File: src/rtl/pmc_pkg.sv
package pmc_pkg;

  // Operating modes of the device
  typedef enum logic [2:0] {
    MODE_RUN    = 3'b000,
    MODE_WAIT   = 3'b001,
    MODE_REDUCED_POWER_RUN_MODE  = 3'b010,
    MODE_REDUCED_POWER_WAIT_MODE = 3'b011,
    MODE_SHALLOW_STOP_MODE  = 3'b100,
    MODE_DEEPEST_STOP_MODE  = 3'b101
  } power_mode_type;

  // Regulator state codes
  localparam logic [1:0] REG_FULL_ON = 2'h0;
  localparam logic [1:0] REG_STANDBY = 2'h1;
  localparam logic [1:0] REG_PARTIAL_DOWN = 2'h2;

  // Width of each clock gating register
  localparam int GATE_WIDTH = 8;

  // Reset values
  localparam power_mode_type MODE_RESET = MODE_RUN;
  localparam logic LPR_RESET = 1'b0;
  localparam logic DEEP_RESET = 1'b0;
  localparam logic DEBUG_RESET = 1'b0;
  localparam logic PIN_IDLE = 1'b1;
  localparam logic [GATE_WIDTH-1:0] GATE_RESET = 8'hff;
  localparam logic [1:0] REG_RESET = REG_FULL_ON;

endpackage

File: src/rtl/mode_flags_if.sv
`timescale 1ns/1ps
`default_nettype none

// Next-mode summary handed from the sequencer to the clock gating lanes
interface mode_flags_if;
  logic stop_next; // Next mode is either stop mode
  logic lp_next; // Next mode is low-power run or low-power wait
  modport ctrl (output stop_next, output lp_next);
  modport lane (input stop_next, input lp_next);
endinterface

`default_nettype wire

File: src/rtl/clock_gate_lane.sv
`timescale 1ns/1ps
`default_nettype none

// One bank of peripheral clock enables, steered by the next mode
module clock_gate_lane
  import pmc_pkg::*;
(
  input wire logic core_clk,
  input wire logic reset_n,
  mode_flags_if.lane flags,
  input wire logic [GATE_WIDTH-1:0] gate_bits,
  output logic [GATE_WIDTH-1:0] clk_en_r
);

  // Stop halts all, low-power modes follow the gating bits
  always_ff @(posedge core_clk) begin
    if (!reset_n) begin
      clk_en_r <= GATE_RESET;
    end else if (flags.stop_next) begin
      clk_en_r <= '0;
    end else if (flags.lp_next) begin
      clk_en_r <= gate_bits;
    end else begin
      clk_en_r <= GATE_RESET;
    end
  end

endmodule

`default_nettype wire

File: src/rtl/power_mode_controller.sv
// Notes on behaviour
// - Interrupts end shallow stop and wait modes
// - Deepest stop entered from run by stop
// - Deepest stop wake starts full power-on reset
// - Shallow stop exit to run conditions
// - Stop modes halt all peripheral clocks
// - Low-power modes gate clocks per bits
// - Debug enabled turns deepest stop into shallow
// - Stop voltage detect turns deepest into shallow
// - Debug enabled blocks low-power run and wait
// - Stop voltage detect blocks low-power modes
// - Debug bit written only by debug port
// - Deepest stop powers down all but counter
// - Shallow stop clock generator on when enabled
// - Stop external oscillator on when enabled
// - Shallow stop regulator full when detect on
// - Converter uses async clock in low modes
// - No bandgap conversion in low-power modes
// - Wake-to-run stop exit clears low-power bits
// - Deep stop and low-power run exclusive
// - Deepest stop never entered from low-power run
`timescale 1ns/1ps
`default_nettype none

module power_mode_controller
  import pmc_pkg::*;
(
  input wire logic core_clk,
  input wire logic reset_n,
  // Core events, same clock, one-cycle pulses
  input wire logic stop_instr,
  input wire logic wait_instr,
  input wire logic interrupt_req,
  // Shared reset-capable wake pin, asynchronous, active low
  input wire logic shared_reset_wake_pin_n,
  // Software control bit writes
  input wire logic lpr_write,
  input wire logic lpr_write_data,
  input wire logic deep_stop_write,
  input wire logic deep_stop_write_data,
  input wire logic wake_to_full_run_select,
  // Debug port command writes
  input wire logic background_debug_port_write,
  input wire logic background_debug_port_data,
  // Supply monitor configuration
  input wire logic voltage_detect_enable,
  input wire logic voltage_detect_in_stop_enable,
  // Clock generator configuration
  input wire logic internal_clock_out_enable,
  input wire logic internal_ref_stop_enable,
  input wire logic external_clock_out_enable,
  input wire logic external_ref_stop_enable,
  input wire logic [GATE_WIDTH-1:0] clock_gating_reg_one,
  input wire logic [GATE_WIDTH-1:0] clock_gating_reg_two,
  // Converter configuration
  input wire logic adc_async_clock_select,
  input wire logic adc_bandgap_select,
  // Mode and status
  output logic [2:0] mode_code_r,
  output logic low_power_run_request_r,
  output logic low_power_run_state_flag_r,
  output logic deep_stop_select_r,
  output logic debug_mode_enable_r,
  // Clock and power controls
  output logic cpu_clk_en_r,
  output logic [GATE_WIDTH-1:0] periph_clk_en_one_r,
  output logic [GATE_WIDTH-1:0] periph_clk_en_two_r,
  output logic debug_clk_en_r,
  output logic [1:0] regulator_state_r,
  output logic clock_gen_on_r,
  output logic ext_osc_on_r,
  output logic core_power_on_r,
  output logic rtc_power_on_r,
  output logic por_start_r,
  output logic adc_run_permit_r,
  output logic adc_bandgap_block_r
);

  ////////////////////////////////////////////////////////////////////////////
  // Declarations

  power_mode_type mode_r; // Current mode
  power_mode_type mode_nxt; // Next mode
  logic lpr_r; // Low-power run request bit
  logic deep_r; // Deepest stop select bit
  logic debug_r; // Debug enable bit
  logic shallow_stop_mode_lp_r; // Shallow stop was entered from low-power run
  logic pin_sync_n; // Synchronised wake pin level
  logic pin_reset; // Wake pin held low
  logic lp_blocked; // Low-power modes and deepest stop forbidden
  logic lpr_clear; // Sequencer clears the low-power run bit
  logic next_is_stop; // Next mode is a stop mode
  logic next_is_lp; // Next mode is a low-power mode
  logic next_is_shallow_stop_mode; // Next mode is shallow stop
  mode_flags_if flags_bus (); // Carrier to the gating lanes

  ////////////////////////////////////////////////////////////////////////////
  // Wake pin synchroniser

  // Pin comes from outside the clock domain
  sync_two_stage u_pin_sync (
    .core_clk(core_clk),
    .reset_n(reset_n),
    .async_in(shared_reset_wake_pin_n),
    .sync_out(pin_sync_n)
  );

  // A low pin acts as a reset request in every mode
  assign pin_reset = !pin_sync_n;

  // Debug or stop supply monitoring forces the fallback modes
  assign lp_blocked = debug_r | voltage_detect_in_stop_enable;

  ////////////////////////////////////////////////////////////////////////////
  // Mode transition logic

  // Chooses the next mode from the core events and control bits
  always_comb begin
    mode_nxt = mode_r;
    lpr_clear = 1'b0;
    if (pin_reset) begin
      // Pin reset returns every mode to run
      mode_nxt = MODE_RUN;
      lpr_clear = 1'b1;
    end else begin
      unique case (mode_r)
        MODE_RUN: begin
          if (stop_instr) begin
            // Deepest stop only when pre-selected and not forced shallow
            if (deep_r && !lp_blocked) begin
              mode_nxt = MODE_DEEPEST_STOP_MODE;
            end else begin
              mode_nxt = MODE_SHALLOW_STOP_MODE;
            end
          end else if (wait_instr) begin
            // Run only ever waits in normal wait
            mode_nxt = MODE_WAIT;
          end else if (lpr_r && !lp_blocked) begin
            // Bit written last by software moves to low-power run
            mode_nxt = MODE_REDUCED_POWER_RUN_MODE;
          end
        end
        MODE_WAIT: begin
          if (interrupt_req) begin
            mode_nxt = MODE_RUN;
          end
        end
        MODE_REDUCED_POWER_RUN_MODE: begin
          if (!lpr_r || lp_blocked) begin
            // Bit cleared, or debug or monitor now enabled
            mode_nxt = MODE_RUN;
          end else if (stop_instr) begin
            // Deepest stop is impossible from here
            mode_nxt = MODE_SHALLOW_STOP_MODE;
          end else if (wait_instr) begin
            mode_nxt = MODE_REDUCED_POWER_WAIT_MODE;
          end else if (interrupt_req && wake_to_full_run_select) begin
            mode_nxt = MODE_RUN;
            lpr_clear = 1'b1;
          end
        end
        MODE_REDUCED_POWER_WAIT_MODE: begin
          if (lp_blocked) begin
            // Forced out of low power into normal wait
            mode_nxt = MODE_WAIT;
          end else if (interrupt_req) begin
            if (wake_to_full_run_select) begin
              mode_nxt = MODE_RUN;
              lpr_clear = 1'b1;
            end else begin
              mode_nxt = MODE_REDUCED_POWER_RUN_MODE;
            end
          end
        end
        MODE_SHALLOW_STOP_MODE: begin
          if (interrupt_req) begin
            if (shallow_stop_mode_lp_r && !wake_to_full_run_select) begin
              mode_nxt = MODE_REDUCED_POWER_RUN_MODE;
            end else begin
              mode_nxt = MODE_RUN;
              lpr_clear = shallow_stop_mode_lp_r || wake_to_full_run_select;
            end
          end
        end
        MODE_DEEPEST_STOP_MODE: begin
          // Interrupts are ignored, only the pin wakes
          mode_nxt = MODE_DEEPEST_STOP_MODE;
        end
        default: begin
          mode_nxt = MODE_RUN;
        end
      endcase
    end
  end

  // Summaries of the next mode
  assign next_is_stop = (mode_nxt == MODE_DEEPEST_STOP_MODE) || (mode_nxt == MODE_SHALLOW_STOP_MODE);
  assign next_is_lp = (mode_nxt == MODE_REDUCED_POWER_RUN_MODE) || (mode_nxt == MODE_REDUCED_POWER_WAIT_MODE);
  assign next_is_shallow_stop_mode = (mode_nxt == MODE_SHALLOW_STOP_MODE);
  assign flags_bus.stop_next = next_is_stop;
  assign flags_bus.lp_next = next_is_lp;

  ////////////////////////////////////////////////////////////////////////////
  // State registers

  // Current mode
  always_ff @(posedge core_clk) begin
    if (!reset_n) begin
      mode_r <= MODE_RESET;
    end else begin
      mode_r <= mode_nxt;
    end
  end

  // Remembers whether shallow stop came from low-power run
  always_ff @(posedge core_clk) begin
    if (!reset_n) begin
      shallow_stop_mode_lp_r <= 1'b0;
    end else if (mode_r != MODE_SHALLOW_STOP_MODE) begin
      shallow_stop_mode_lp_r <= (mode_r == MODE_REDUCED_POWER_RUN_MODE);
    end
  end

  // Low-power run bit, refused while deepest stop is selected
  always_ff @(posedge core_clk) begin
    if (!reset_n) begin
      lpr_r <= LPR_RESET;
    end else if (lpr_clear) begin
      lpr_r <= 1'b0;
    end else if (lpr_write) begin
      if (!lpr_write_data) begin
        lpr_r <= 1'b0;
      // A deep stop select written in the same cycle wins
      end else if (!deep_r && !(deep_stop_write && deep_stop_write_data)) begin
        lpr_r <= 1'b1;
      end
    end
  end

  // Deepest stop select, refused while low-power run is requested
  always_ff @(posedge core_clk) begin
    if (!reset_n || pin_reset) begin
      deep_r <= DEEP_RESET;
    end else if (deep_stop_write) begin
      if (!deep_stop_write_data) begin
        deep_r <= 1'b0;
      end else if (!lpr_r) begin
        deep_r <= 1'b1;
      end
    end
  end

  // Debug enable, written only by debug port commands
  always_ff @(posedge core_clk) begin
    if (!reset_n) begin
      debug_r <= DEBUG_RESET;
    end else if (mode_r == MODE_DEEPEST_STOP_MODE && pin_reset) begin
      debug_r <= DEBUG_RESET;
    end else if (background_debug_port_write) begin
      debug_r <= background_debug_port_data;
    end
  end

  ////////////////////////////////////////////////////////////////////////////
  // Status outputs

  // Status mirrors: mode and low-power flag aligned with the current mode, bit mirrors one cycle behind their bits
  always_ff @(posedge core_clk) begin
    if (!reset_n) begin
      mode_code_r <= MODE_RESET;
      low_power_run_state_flag_r <= 1'b0;
      low_power_run_request_r <= LPR_RESET;
      deep_stop_select_r <= DEEP_RESET;
      debug_mode_enable_r <= DEBUG_RESET;
    end else begin
      mode_code_r <= mode_nxt;
      low_power_run_state_flag_r <= next_is_lp;
      low_power_run_request_r <= lpr_r;
      deep_stop_select_r <= deep_r;
      debug_mode_enable_r <= debug_r;
    end
  end

  // Power-on reset start pulse on a deepest stop wake
  always_ff @(posedge core_clk) begin
    if (!reset_n) begin
      por_start_r <= 1'b0;
    end else begin
      por_start_r <= (mode_r == MODE_DEEPEST_STOP_MODE) && pin_reset;
    end
  end

  ////////////////////////////////////////////////////////////////////////////
  // Clock and power controls

  // Core clock runs only in run and low-power run
  always_ff @(posedge core_clk) begin
    if (!reset_n) begin
      cpu_clk_en_r <= 1'b1;
      debug_clk_en_r <= DEBUG_RESET;
    end else begin
      cpu_clk_en_r <= (mode_nxt == MODE_RUN) || (mode_nxt == MODE_REDUCED_POWER_RUN_MODE);
      debug_clk_en_r <= debug_r && (mode_nxt != MODE_DEEPEST_STOP_MODE);
    end
  end

  // Peripheral clock banks
  clock_gate_lane u_gate_one (
    .core_clk(core_clk),
    .reset_n(reset_n),
    .flags(flags_bus.lane),
    .gate_bits(clock_gating_reg_one),
    .clk_en_r(periph_clk_en_one_r)
  );

  clock_gate_lane u_gate_two (
    .core_clk(core_clk),
    .reset_n(reset_n),
    .flags(flags_bus.lane),
    .gate_bits(clock_gating_reg_two),
    .clk_en_r(periph_clk_en_two_r)
  );

  // Regulator: partial down in deepest stop, standby in low modes
  always_ff @(posedge core_clk) begin
    if (!reset_n) begin
      regulator_state_r <= REG_RESET;
    end else if (mode_nxt == MODE_DEEPEST_STOP_MODE) begin
      regulator_state_r <= REG_PARTIAL_DOWN;
    end else if (next_is_shallow_stop_mode) begin
      // Supply monitor or debug keeps full regulation
      if ((voltage_detect_enable && voltage_detect_in_stop_enable)
          || debug_r) begin
        regulator_state_r <= REG_FULL_ON;
      end else begin
        regulator_state_r <= REG_STANDBY;
      end
    end else if (next_is_lp) begin
      regulator_state_r <= REG_STANDBY;
    end else begin
      regulator_state_r <= REG_FULL_ON;
    end
  end

  // Clock generator and external oscillator in stop modes
  always_ff @(posedge core_clk) begin
    if (!reset_n) begin
      clock_gen_on_r <= 1'b1;
      ext_osc_on_r <= 1'b1;
    end else begin
      if (mode_nxt == MODE_DEEPEST_STOP_MODE) begin
        clock_gen_on_r <= 1'b0;
      end else if (next_is_shallow_stop_mode) begin
        clock_gen_on_r <= internal_clock_out_enable
                          && internal_ref_stop_enable;
      end else begin
        clock_gen_on_r <= 1'b1;
      end
      if (next_is_stop) begin
        ext_osc_on_r <= external_clock_out_enable
                        && external_ref_stop_enable;
      end else begin
        ext_osc_on_r <= 1'b1;
      end
    end
  end

  // Core, flash and peripheral power; the counter stays powered
  always_ff @(posedge core_clk) begin
    if (!reset_n) begin
      core_power_on_r <= 1'b1;
      rtc_power_on_r <= 1'b1;
    end else begin
      core_power_on_r <= (mode_nxt != MODE_DEEPEST_STOP_MODE);
      rtc_power_on_r <= 1'b1;
    end
  end

  // Converter permit and bandgap channel block
  always_ff @(posedge core_clk) begin
    if (!reset_n) begin
      adc_run_permit_r <= 1'b1;
      adc_bandgap_block_r <= 1'b0;
    end else begin
      if (mode_nxt == MODE_DEEPEST_STOP_MODE) begin
        adc_run_permit_r <= 1'b0;
      end else if (next_is_shallow_stop_mode || next_is_lp) begin
        adc_run_permit_r <= adc_async_clock_select;
      end else begin
        adc_run_permit_r <= 1'b1;
      end
      adc_bandgap_block_r <= next_is_lp && adc_bandgap_select;
    end
  end

  ////////////////////////////////////////////////////////////////////////////
  // Assertions

  a_deep_stop_hold: assert property (
    @(posedge core_clk) disable iff (!reset_n)
    (mode_r == MODE_DEEPEST_STOP_MODE) && !pin_reset |=> (mode_r == MODE_DEEPEST_STOP_MODE))
    else $error("deepest stop left without pin reset");

  a_wait_irq_exit: assert property (
    @(posedge core_clk) disable iff (!reset_n)
    (mode_r == MODE_WAIT) && interrupt_req |=> (mode_r == MODE_RUN))
    else $error("interrupt did not end normal wait");

  a_deep_stop_entry: assert property (
    @(posedge core_clk) disable iff (!reset_n)
    (mode_r == MODE_RUN) && stop_instr && deep_r && !lp_blocked
    && !pin_reset |=> (mode_r == MODE_DEEPEST_STOP_MODE) && !core_power_on_r)
    else $error("deepest stop not entered");

  a_wake_starts_por: assert property (
    @(posedge core_clk) disable iff (!reset_n)
    (mode_r == MODE_DEEPEST_STOP_MODE) && pin_reset |=> por_start_r
    && (mode_r == MODE_RUN) ##1 !por_start_r)
    else $error("deepest stop wake did not pulse reset start");

  a_stop_clocks_off: assert property (
    @(posedge core_clk) disable iff (!reset_n)
    (mode_r == MODE_DEEPEST_STOP_MODE) || (mode_r == MODE_SHALLOW_STOP_MODE) |->
    (periph_clk_en_one_r == '0) && (periph_clk_en_two_r == '0)
    && !cpu_clk_en_r)
    else $error("clocks running in stop");

  a_monitor_shallow_stop_mode: assert property (
    @(posedge core_clk) disable iff (!reset_n)
    (mode_r == MODE_RUN) && stop_instr && voltage_detect_in_stop_enable
    && !pin_reset |=> (mode_r == MODE_SHALLOW_STOP_MODE))
    else $error("monitor enabled but shallow stop not chosen");

  a_debug_no_reduced_power_run_mode: assert property (
    @(posedge core_clk) disable iff (!reset_n)
    debug_r && (mode_r == MODE_RUN) |=> (mode_r != MODE_REDUCED_POWER_RUN_MODE))
    else $error("low-power run entered with debug enabled");

  a_shallow_stop_mode_full_run: assert property (
    @(posedge core_clk) disable iff (!reset_n)
    (mode_r == MODE_SHALLOW_STOP_MODE) && interrupt_req && wake_to_full_run_select
    |=> (mode_r == MODE_RUN) && !lpr_r ##1 !low_power_run_state_flag_r)
    else $error("wake-to-run exit kept low-power bits");

  a_bits_exclusive: assert property (
    @(posedge core_clk) disable iff (!reset_n)
    !(lpr_r && deep_r))
    else $error("deep stop and low-power run both set");

  a_deep_from_run: assert property (
    @(posedge core_clk) disable iff (!reset_n)
    (mode_r == MODE_DEEPEST_STOP_MODE) && ($past(mode_r) != MODE_DEEPEST_STOP_MODE)
    |-> ($past(mode_r) == MODE_RUN))
    else $error("deepest stop entered from a mode other than run");

  a_bandgap_blocked: assert property (
    @(posedge core_clk) disable iff (!reset_n)
    ((mode_r == MODE_REDUCED_POWER_RUN_MODE) || (mode_r == MODE_REDUCED_POWER_WAIT_MODE))
    && $past(adc_bandgap_select) |-> adc_bandgap_block_r)
    else $error("bandgap channel allowed in low-power mode");

endmodule

`default_nettype wire

File: src/rtl/sync_two_stage.sv
`timescale 1ns/1ps
`default_nettype none

// Two flip-flop synchroniser for a level from outside the clock domain
module sync_two_stage
  import pmc_pkg::*;
(
  input wire logic core_clk,
  input wire logic reset_n,
  input wire logic async_in,
  output logic sync_out
);

  logic meta_r; // First stage, read only by the second stage

  // Resets to the idle pin level so no false wake is seen
  always_ff @(posedge core_clk) begin
    if (!reset_n) begin
      meta_r <= PIN_IDLE;
      sync_out <= PIN_IDLE;
    end else begin
      meta_r <= async_in;
      sync_out <= meta_r;
    end
  end

endmodule

`default_nettype wire

File: config.mk
export PLATFORM = sky130hd
export DESIGN_NAME = power_mode_controller
export DESIGN_NICKNAME = d
export VERILOG_FILES = /design/src/rtl/pmc_pkg.sv /design/src/rtl/mode_flags_if.sv /design/src/rtl/clock_gate_lane.sv /design/src/rtl/power_mode_controller.sv /design/src/rtl/sync_two_stage.sv
export SDC_FILE = /design/constraint.sdc
export NUM_CORES = 1
export LEC_CHECK = 0
export BUFFER_PORTS_ARGS = -buffer_cell sky130_fd_sc_hd__buf_4
export CAP_MARGIN = 20
export CORE_MARGIN = 2
export CORE_UTILIZATION = 40
export CTS_BUF_LIST = sky130_fd_sc_hd__clkbuf_8
export CTS_CLUSTER_SIZE = 10
export DETAILED_ROUTE_END_ITERATION = 12
export HOLD_SLACK_MARGIN = 0.08
export PLACE_DENSITY = 0.81
export SETUP_SLACK_MARGIN = 0.1
export SYNTH_ARGS = -nofsm -noshare
export SYNTH_HDL_FRONTEND = slang
export SYNTH_SLANG_ARGS = --single-unit
File: constraint.sdc
create_clock -name core_clk -period 2 [get_ports core_clk]
set_clock_uncertainty 0.2 [all_clocks]
set_input_delay 0.4 -clock core_clk [delete_from_list [all_inputs] [get_ports core_clk]]
set_output_delay 0.4 -clock core_clk [all_outputs]
set_load 0.02 [all_outputs]
==> results.md, run 1 <==
- Sink Count: 39
- Hold Path Origin: external_ref_stop_enable
- Crit path largest cell delay: 0.36 ns
- Io pins: 71
- Fmax: 547 MHz
- First-pass GRT wire length: 5430 µm
- Fin nets: 258
- CP endpoint kind: register
- Final setup fails: 0
- Crit path cell chain: nor4b_4 -> nand3_2 -> o211ai_4 -> nor3_1 -> o31a_1
- Mapped cell area: 0.00145 mm²
- Comb pwr share: 0.200
- Num rows: 21
- Initial antenna violation count: 0
- Max_cap viols: 0
- Vias/cell: 4.74
- First-pass DRT Iterations: 4
- Clk buf depth: 2
- Initial Util: 0.425
- VDD IR-drop max: 0.000414 V
- # diodes: 0
- Synthesis-to-finish area growth: 49.7%
- Crit-path max FO: 6
- Sequential area share after synthesis: 0.538
- Flops & latches, synth: 39
- Syn Area/Cell: 10.4 µm²
- CP Launch Type: register
- Critical path's slowest cell: dfxtp_1
- Synth top area share: 0.538
- FFs w/ async S/R, synth: 0
- CTS Buf Count: 5
- Hold Crit Class: primary input to register
- Hold_buf cts: 0
- Max H-tree Level: 2
- Cell taking the most area after synthesis: dfxtp_1
- Leakage Power: 1.01 nW
- RSZ-0062 raised after global routing: yes
- Post-Route WL: 3510 µm
- GRT Util Overall: 0.174
- Largest net degree at the start of global routing: 21
- Top post-synthesis cells by area: dfxtp_1, o21a_1, inv_1, nand2_1, buf_6
- Starting DRT DRC Count: 47
- CTS tree: built
- WS Path Type: register to register
- Register clock-pin slew on the reported worst setup and hold paths: 0.07 ns
- WP data required: 1.98 ns
- Synth Instances: 140
- Placer Congestion: 0.933
- Inst Count DP: 259
- Vias post-DR: 1,270
- Distinct cells, synth: 39
- Arrival time at the worst endpoint: 1.81 ns
- Clock Power Share: 0.296
- Switching share of power: 0.272
- Pwr Density: 781 mW/mm²
- Worst reg2reg path startpoint: debug_r
- DIE AREA: 0.00413 mm²
- Number of nets with antenna violations after routing: 0
- Root Driver: clkbuf_8
- Period utilization: 0.913
- Result of the run: completed
- Syn Nets: 177
- Drt wl/cell: 13.1 µm
- Final Hold Viols: 0
- Worst skew pair latency: 0.29 ns
- Commonest non-fill, non-tap cells in the layout: buf_4, dfxtp_1, o21a_1
- Number of synthesized flops with an enable pin: 0
- Commonest non-fill, non-tap cell in the layout: buf_4
- Core Region: 0.00342 mm²
- Die X: 64.2 µm
- Minimum clock period: 1.83 ns
- Most used DFF post-synth: dfxtp_1
- Worst setup startpoint: debug_r
- Ys Warns: 0
- Sw power: 0.000461 W
- Post-place setup slack: -0.00226 ns
- Vias in the first global route: 1,189
- DRC: 0
- HPWL Detailed: 2580 µm
- Remaining global-route overflow: 0
- Chip Height: 64.2 µm
- IO Port Bufs: 69
- Final Worst Setup Slack: 0.173 ns
- Sequential Power Share: 0.504
- Non-Filler Instances: 268
- Layout cells sized above 1: 0.450
- Int Pwr: 0.00123 W
- Max Slew Vio Count: 0
cell type report:
class                           count  area [µm²]
Tap cell                           46        57.6
Clock buffer                        5        68.8
Multi-Input combinational cell     83         591
Clock inverter                      3        16.3
Inverter                           13        48.8
Sequential cell                    39         785
Timing Repair Buffer               79         606
Fill cell                         292        1240
Yosys cell counts (2+ instances only):
cell type / number
o211ai_1: 2
nor2_1: 5
buf_4: 2
nor2b_1: 3
o31a_1: 2
inv_1: 13
o21a_1: 17
buf_6: 3
nand3_1: 4
o21ai_0: 4
nand2_1: 10
and2_1: 2
nor3_1: 3
a31oi_1: 2
dfxtp_1: 39
a21oi_1: 4
nand2b_1: 3
power by group through the flow:
stage          clock network (W)  logic, W  registers (W)
2_1_floorplan                  0  0.000108       0.000925
3_5_place_dp                   0  0.000333       0.000871
5_1_grt                 0.000558  0.000363       0.000860
3_3_place_gp                   0  0.000328       0.000871
6_report                0.000502  0.000339       0.000854
4_1_cts                 0.000522  0.000337       0.000853
final timing paths:
kind                         endpoint  slack [ns]  cells after the start
setup / recovery     adc_run_permit_r        0.17                      5
hold / removal           ext_osc_on_r        0.10                      3
hold reg to reg   u_pin_sync.sync_out        0.20                      1
setup reg to reg     adc_run_permit_r        0.17                      5
repair_timing:
item | CTS | global route
setup endpoints to repair | 2 | 24
resized for setup | 1 | 4
pin swaps | 1 | 2
buffers inserted | 0 | 0
gates cloned | 0 | 1
worst max-delay path: cells and delay by family (launching register included):
family	cells	cell delay, ns
flip-flops	1	0.36
AND/OR/NAND/NOR	3	0.62
AO/OA/AOI/OAI	2	0.54
cells by family after synthesis:
family / synth area share
compound gates: 0.217
buf+inv: 0.0698
flops: 0.538
mux: 0.00690
other cells: 0.00258
simple gates: 0.166
state kept, by name (all words and copies together) (netlist names), 2 cells and up:
name,flops
u_gate_one.clk_en_r,8
mode_code_r,3
u_gate_two.clk_en_r,8
regulator_state_r,2
metal layers:
layer | wire length, µm | vias up | GRT usage
met1 | 1480 | 569 | 0.206
met4 | 72 | 0 | 0.106
met3 | 244 | 5 | 0.0528
met2 | 1720 | 53 | 0.276
met5 | 0 | - | 0
li1 | - | 643 | -
metrics by stage:
| step | utilization | total power (W) | TNS [ns] | cell area, µm² | hold WS (ns) |
|---|---|---|---|---|---|
| 2_1_floorplan | - | 0.00103 | 0 | 1460 | 0.186 |
| 3_3_place_gp | 0.605 | 0.00120 | 0 | 2070 | 0.192 |
| 3_5_place_dp | 0.605 | 0.00120 | -0.00226 | 2070 | 0.194 |
| 4_1_cts | 0.632 | 0.00171 | 0 | 2160 | 0.0890 |
| 5_1_grt | 0.636 | 0.00178 | 0 | 2170 | 0.0994 |
| 6_report | 0.636 | 0.00170 | 0 | 2170 | 0.101 |
Power figures use the tool's default switching activity.
==> run 2, diff against run 1 <==
--- a/config.mk
+++ b/config.mk
@@ -14,7 +14,6 @@
 export DETAILED_ROUTE_END_ITERATION = 12
 export HOLD_SLACK_MARGIN = 0.08
 export PLACE_DENSITY = 0.81
-export SETUP_SLACK_MARGIN = 0.1
 export SYNTH_ARGS = -nofsm -noshare
 export SYNTH_HDL_FRONTEND = slang
 export SYNTH_SLANG_ARGS = --single-unit
==> constraint.sdc (replaced) <==
create_clock -name core_clk -period 2 [get_ports core_clk]
set_clock_uncertainty 0.2 [all_clocks]
set_input_delay 0.1 -clock core_clk [delete_from_list [all_inputs] [get_ports core_clk]]
set_output_delay 0.1 -clock core_clk [all_outputs]
set_load 0.02 [all_outputs]
==> run 2 against run 1 <==
Effect of this change: non-clock buffer count grew 32; clock power shrank 3%; via count grew 13%; combinational power grew 16%.
==> results.md, run 2 (synthesis gave the netlist of run 1 again) <==
- Num rows: 21 (unchanged)
- DP Area: 0.00203 mm² (was 0.00207 mm²)
- Io pins: 71 (unchanged)
- Die X: 64.2 µm (unchanged)
- WP data required: 1.98 ns (about the same)
- Inst Count DP: 257 (was 259)
- Worst skew pair latency: 0.29 ns (about the same)
- Sink Count: 39 (unchanged)
- Non-Filler Instances: 299 (was 268)
- Post-place setup slack: -0.00432 ns (was -0.00226 ns)
- Drt wl/cell: 13.7 µm (was 13.1 µm)
- Worst setup startpoint: debug_r (unchanged)
- Max H-tree Level: 2 (unchanged)
- Register clock-pin slew on the reported worst setup and hold paths: 0.07 ns (about the same)
- IO Port Bufs: 69 (unchanged)
- Total design power: 0.00173 W (was 0.00170 W)
- Max Slew Vio Count: 0 (unchanged)
- First-pass GRT wire length: 6590 µm (was 5430 µm)
- Critical path's slowest cell: dlygate4sd3_1 (was dfxtp_1)
- Max_cap viols: 0 (unchanged)
- CP Launch Type: register (unchanged)
- Crit path largest cell delay: 0.55 ns (was 0.36 ns)
- Number of nets with antenna violations after routing: 0 (unchanged)
- Commonest non-fill, non-tap cell in the layout: buf_4 (unchanged)
- Vias in the first global route: 1,477 (was 1,189)
- Chip Height: 64.2 µm (unchanged)
- Minimum clock period: 1.93 ns (was 1.83 ns)
- First-pass DRT Iterations: 4 (unchanged)
- Leakage Power: 1.14 nW (was 1.01 nW)
- Worst reg2reg path startpoint: debug_r (unchanged)
- GRT Util Overall: 0.213 (was 0.174)
- Crit path cell chain: nor4b_4 -> buf_4 -> a22o_1 -> a31oi_1 -> dlygate4sd3_1 (was nor4b_4 -> nand3_2 -> o211ai_4 -> nor3_1 -> o31a_1)
- Regs by FF count: u_gate_one.clk_en_r: 8 flops, u_gate_two.clk_en_r: 8 flops, mode_code_r: 3 flops (unchanged)
- Vias post-DR: 1,435 (was 1,270)
- DRC: 0 (unchanged)
- Period utilization: 0.963 (was 0.913)
- Initial Util: 0.425 (unchanged)
- Final Hold Viols: 0 (unchanged)
- VDD IR-drop max: 0.000647 V (was 0.000414 V)
- Fmax: 519 MHz (was 547 MHz)
- HPWL Detailed: 2720 µm (was 2580 µm)
- Crit-path max FO: 3 (was 6)
- Pwr Density: 699 mW/mm² (was 781 mW/mm²)
- Hold Crit Class: primary input to register (unchanged)
- Final setup fails: 0 (unchanged)
- CTS Buf Count: 5 (unchanged)
- Result of the run: completed (unchanged)
- Largest net degree at the start of global routing: 19 (was 21)
- Vias/cell: 4.80 (was 4.74)
- WS Path Type: register to register (unchanged)
- Fin nets: 289 (was 258)
- # diodes: 0 (unchanged)
- CTS tree: built (unchanged)
- Layout cells sized above 1: 0.387 (was 0.450)
- Hold Path Origin: voltage_detect_in_stop_enable (was external_ref_stop_enable)
- Root Driver: clkbuf_8 (unchanged)
- Arrival time at the worst endpoint: 1.90 ns (was 1.81 ns)
- Core Region: 0.00342 mm² (unchanged)
- Post-Route WL: 4080 µm (was 3510 µm)
- DIE AREA: 0.00413 mm² (unchanged)
- Final Worst Setup Slack: 0.0746 ns (was 0.173 ns)
- Initial antenna violation count: 0 (unchanged)
- Commonest non-fill, non-tap cells in the layout: buf_4, dfxtp_1, dlygate4sd3_1 (was buf_4, dfxtp_1, o21a_1)
- Post-route cell area: 0.00248 mm² (was 0.00217 mm²)
- Placer Congestion: 0.862 (was 0.933)
- Filler cells: 249 (was 292)
- Remaining global-route overflow: 0 (unchanged)
- Synthesis-to-finish area growth: 70.9% (was 49.7%)
- CP endpoint kind: register (unchanged)
- Starting DRT DRC Count: 39 (was 47)
- Final core utilization: 0.726 (was 0.636)
- Clk buf depth: 2 (unchanged)
[run 2: changes by cell type in the layout (fill, tap and decap cells not counted), sizes merged]
cell	before	now
clkinvlp	1	0
dlygate4sd3	0	33
buf	79	78
inv	14	15
nand2	12	11
[run 2: metrics by stage]
step / setup TNS, ns / hold slack (ns)
floorplan: 0 / -0.0270
global placement: 0 / 0.0886
detailed placement: -0.00432 / 0.0864
CTS: 0 / 0.129
global route: -0.00816 / 0.167
finish: 0 / 0.134
[run 2: path summary, 6_finish.rpt]
path	endpoint	slack, ns	depth (start not counted)
setup / recovery	lpr_r	0.07	5
hold / removal	adc_run_permit_r	0.13	4
setup reg to reg	lpr_r	0.07	5
hold reg to reg	u_pin_sync.sync_out	0.22	1
[run 2: area by class of cell]
class | count | area [µm²] | area share
Inverter | 13 | 48.8 | 0.0197
Multi-Input combinational cell | 82 | 592 | 0.239
Clock inverter | 3 | 12.5 | 0.00505
Sequential cell | 39 | 785 | 0.316
Tap cell | 46 | 57.6 | 0.0232
Clock buffer | 5 | 68.8 | 0.0277
Timing Repair Buffer | 111 | 916 | 0.369
[run 2: what timing repair did]
action / 4_1_cts / 5_1_grt
hold buffers: 33 / 0
buffers inserted: 0 / 1
pin swaps: 0 / 3
endpoints found under the hold margin: 32 / 0
endpoints found under the setup margin: 2 / 23
resized for setup: 1 / 7
[run 2: power by group]
group          internal [W]  switching [W]  total [W]
logic              0.000205       0.000188   0.000392
clock network      0.000234       0.000253   0.000487
registers          0.000830      0.0000232   0.000854
[run 2: routing by layer]
layer  part of all wire  GRT usage  vias to the layer above
met1               0.39      0.220                      649
li1                   -          -                      701
met2               0.48      0.367                       75
met3               0.11     0.0915                       10
met4              0.027      0.106                        0
met5                  0          0                        -
[run 2: worst max-delay path, delay by kind of cell (launching register included)]
family | cells | cell delay (ns)
flops | 1 | 0.34
simple gates | 1 | 0.34
buf+inv | 2 | 0.73
compound gates | 2 | 0.20
==> run 3, diff against run 2 <==
--- a/config.mk
+++ b/config.mk
@@ -5,6 +5,7 @@
 export SDC_FILE = /design/constraint.sdc
 export NUM_CORES = 1
 export LEC_CHECK = 0
+export ABC_AREA = 1
 export BUFFER_PORTS_ARGS = -buffer_cell sky130_fd_sc_hd__buf_4
 export CAP_MARGIN = 20
 export CORE_MARGIN = 2
@@ -13,7 +14,7 @@
 export CTS_CLUSTER_SIZE = 10
 export DETAILED_ROUTE_END_ITERATION = 12
 export HOLD_SLACK_MARGIN = 0.08
-export PLACE_DENSITY = 0.81
+export PLACE_DENSITY = 0.8
 export SYNTH_ARGS = -nofsm -noshare
 export SYNTH_HDL_FRONTEND = slang
 export SYNTH_SLANG_ARGS = --single-unit
==> run 3 against run 2 <==
Effect of this change: register-to-register slack improved by 0.10 ns; core utilization decreased by 4.1 points; sequential share of layout area decreased by 0.94 points; first-iteration DRC count increased to 2.8 times the previous value; sequential power increased by 2.5%; critical path type unchanged.
==> results.md, run 3 <==
- Final Hold Viols: 0 (unchanged)
- Sequential area share after synthesis: 0.500 (was 0.538)
- Regs by FF count: u_gate_one.clk_en_r: 8 flops, u_gate_two.clk_en_r: 8 flops, mode_code_r: 3 flops (unchanged)
- GRT Util Overall: 0.190 (was 0.213)
- Max Slew Vio Count: 0 (unchanged)
- Remaining global-route overflow: 0 (unchanged)
- Int Pwr: 0.00131 W (was 0.00127 W)
- Ys Warns: 0 (unchanged)
- Comb pwr share: 0.259 (was 0.226)
- Sequential Power Share: 0.474 (was 0.493)
- DIE AREA: 0.00442 mm² (was 0.00413 mm²)
- WP data required: 1.97 ns (was 1.98 ns)
- Flops & latches, synth: 39 (unchanged)
- Period utilization: 0.913 (was 0.963)
- VDD IR-drop max: 0.000563 V (was 0.000647 V)
- Post-Route WL: 3930 µm (was 4080 µm)
- Arrival time at the worst endpoint: 1.79 ns (was 1.90 ns)
- Commonest non-fill, non-tap cell in the layout: buf_4 (unchanged)
- Switching share of power: 0.289 (was 0.268)
- CTS tree: built (unchanged)
- Register clock-pin slew on the reported worst setup and hold paths: 0.07 ns (about the same)
- Synth top cells by count: dfxtp_1, nand2_1, inv_1 (was dfxtp_1, o21a_1, inv_1)
- FF/Latch Area: 781 µm² (was 785 µm²)
- Layout cells sized above 1: 0.376 (was 0.387)
- Fmax: 548 MHz (was 519 MHz)
- Sw power: 0.000533 W (was 0.000464 W)
- Count leader, synth: dfxtp_1 (unchanged)
- Clock Power Share: 0.267 (was 0.281)
- Root Driver: clkbuf_8 (unchanged)
- Num rows: 22 (was 21)
- Io pins: 71 (unchanged)
- Worst reg2reg path startpoint: mode_code_r[2] (was debug_r)
- RSZ-0062 raised after global routing: no
- Result of the run: completed (unchanged)
- Core Region: 0.00372 mm² (was 0.00342 mm²)
- Cell taking the most area after synthesis: dfxtp_1 (unchanged)
- Crit-path max FO: 19 (was 3)
- Final core utilization: 0.685 (was 0.726)
- Multi-input gate area: 586 µm² (was 592 µm²)
- Synth top area share: 0.500 (was 0.538)
- Number of nets with antenna violations after routing: 0 (unchanged)
- Leakage Power: 1.25 nW (was 1.14 nW)
- Fin nets: 339 (was 289)
- First-pass GRT wire length: 6290 µm (was 6590 µm)
- Hold Crit Class: primary input to register (unchanged)
- Distinct cells, synth: 28 (was 39)
- HPWL Detailed: 2580 µm (was 2720 µm)
- Vias post-DR: 1,566 (was 1,435)
- FFs w/ async S/R, synth: 0 (unchanged)
- Chip Height: 66.5 µm (was 64.2 µm)
- Die X: 66.5 µm (was 64.2 µm)
- DRC: 0 (unchanged)
- Number of synthesized flops with an enable pin: 0 (unchanged)
- Post_cts resized: 0 (was 1)
- Final setup fails: 0 (unchanged)
- # diodes: 0 (unchanged)
- Largest net degree at the start of global routing: 20 (was 19)
- Clk buf depth: 2 (unchanged)
- Drt wl/cell: 11.2 µm (was 13.7 µm)
- Commonest non-fill, non-tap cells in the layout: buf_4, dfxtp_1, nand2_1 (was buf_4, dfxtp_1, dlygate4sd3_1)
- Synthesis-to-finish area growth: 62.8% (was 70.9%)
- First-pass DRT Iterations: 4 (unchanged)
- Worst skew pair latency: 0.27 ns (was 0.29 ns)
- Max_cap viols: 0 (unchanged)
- Minimum clock period: 1.83 ns (was 1.93 ns)
- Hold Path Origin: interrupt_req (was voltage_detect_in_stop_enable)
- Max H-tree Level: 2 (unchanged)
- Most used DFF post-synth: dfxtp_1 (unchanged)
- CP Launch Type: register (unchanged)
- Vias in the first global route: 1,455 (was 1,477)
- Top post-synthesis cells by area: dfxtp_1, nand2_1, inv_1, o21ai_2, nor2_1 (was dfxtp_1, o21a_1, inv_1, nand2_1, buf_6)
- Initial antenna violation count: 0 (unchanged)
- CTS Buf Count: 5 (unchanged)
- Final TNS setup: 0 ns (unchanged)
- Vias/cell: 4.46 (was 4.80)
- Starting DRT DRC Count: 110 (was 39)
- Synth Instances: 195 (was 140)
- WS Path Type: register to register (unchanged)
- Min Hold Slack: 0.110 ns (was 0.134 ns)
- Filler cells: 331 (was 249)
- CP endpoint kind: register (unchanged)
- Placer Congestion: 0.962 (was 0.862)
- Syn Area/Cell: 8.01 µm² (was 10.4 µm²)
- Sink Count: 39 (unchanged)
- Mapped cell area: 0.00156 mm² (was 0.00145 mm²)
- Worst setup startpoint: mode_code_r[2] (was debug_r)
- Pwr Density: 725 mW/mm² (was 699 mW/mm²)
- Initial Util: 0.421 (was 0.425)
- Syn Nets: 232 (was 177)
- IO Port Bufs: 69 (unchanged)
==> run 3: repair_timing <==
action | 4_1_cts | 5_1_grt
endpoints found under the setup margin | 0 | 0
hold endpoints to repair | 29 | 0
hold buffers | 35 | 0
setup buffers | 0 | 0
==> run 3: cells by family after synthesis <==
family,after synthesis,share of synthesized area
AND/OR/NAND/NOR,77,0.236
buffers and inverters,45,0.126
flip-flops,39,0.500
AO/OA/AOI/OAI,33,0.136
other,1,0.00240
==> run 3: path summary, 6_finish.rpt <==
check	end	slack (ns)	depth (start not counted)
setup / recovery	adc_run_permit_r	0.17	9
hold / removal	lpr_r	0.11	4
setup reg to reg	adc_run_permit_r	0.17	9
hold reg to reg	u_pin_sync.sync_out	0.21	1
==> run 3: critical path: stages, from the launching register on <==
cell	delay (ns)
dfxtp_1	0.51
inv_2	0.10
nor2_2	0.11
nand2_1	0.07
nand2_1	0.06
nand2_1	0.06
nand3_2	0.12
nand3_4	0.24
nor2_2	0.20
a21oi_1	0.05
==> run 3: cell type report <==
cell class / instances / share of cell area
Clock buffer: 5 / 0.0271
Clock inverter: 3 / 0.00639
Inverter: 39 / 0.0585
Multi-Input combinational cell: 111 / 0.230
Sequential cell: 39 / 0.307
Tap cell: 48 / 0.0236
Timing Repair Buffer: 106 / 0.347
==> run 3: stage by stage <==
step	setup slack [ns]	instance area (µm²)	std cells	power [W]
5_1_grt	0.0192	2540	351	0.00195
3_5_place_dp	0.180	2110	308	0.00131
6_report	0.175	2540	351	0.00185
4_1_cts	0.172	2540	351	0.00186
2_1_floorplan	0.218	1560	195	0.00113
3_3_place_gp	0.238	2110	308	0.00130
==> run 3: metal layers <==
| metal | GRT usage | routed length (µm) | up-vias |
|---|---|---|---|
| li1 | - | - | 810 |
| met1 | 0.206 | 1560 | 698 |
| met2 | 0.351 | 2120 | 54 |
| met3 | 0.0456 | 204 | 4 |
| met4 | 0.0740 | 57 | 0 |
| met5 | 0 | 0 | - |
==> run 3: power by group through the flow <==
| stage | clock (W) | combinational, W | sequential (W) |
|---|---|---|---|
| floorplan | 0 | 0.000160 | 0.000970 |
| global placement | 0 | 0.000413 | 0.000892 |
| detailed placement | 0 | 0.000419 | 0.000892 |
| CTS | 0.000509 | 0.000475 | 0.000874 |
| global route | 0.000544 | 0.000522 | 0.000882 |
| finish | 0.000493 | 0.000477 | 0.000875 |
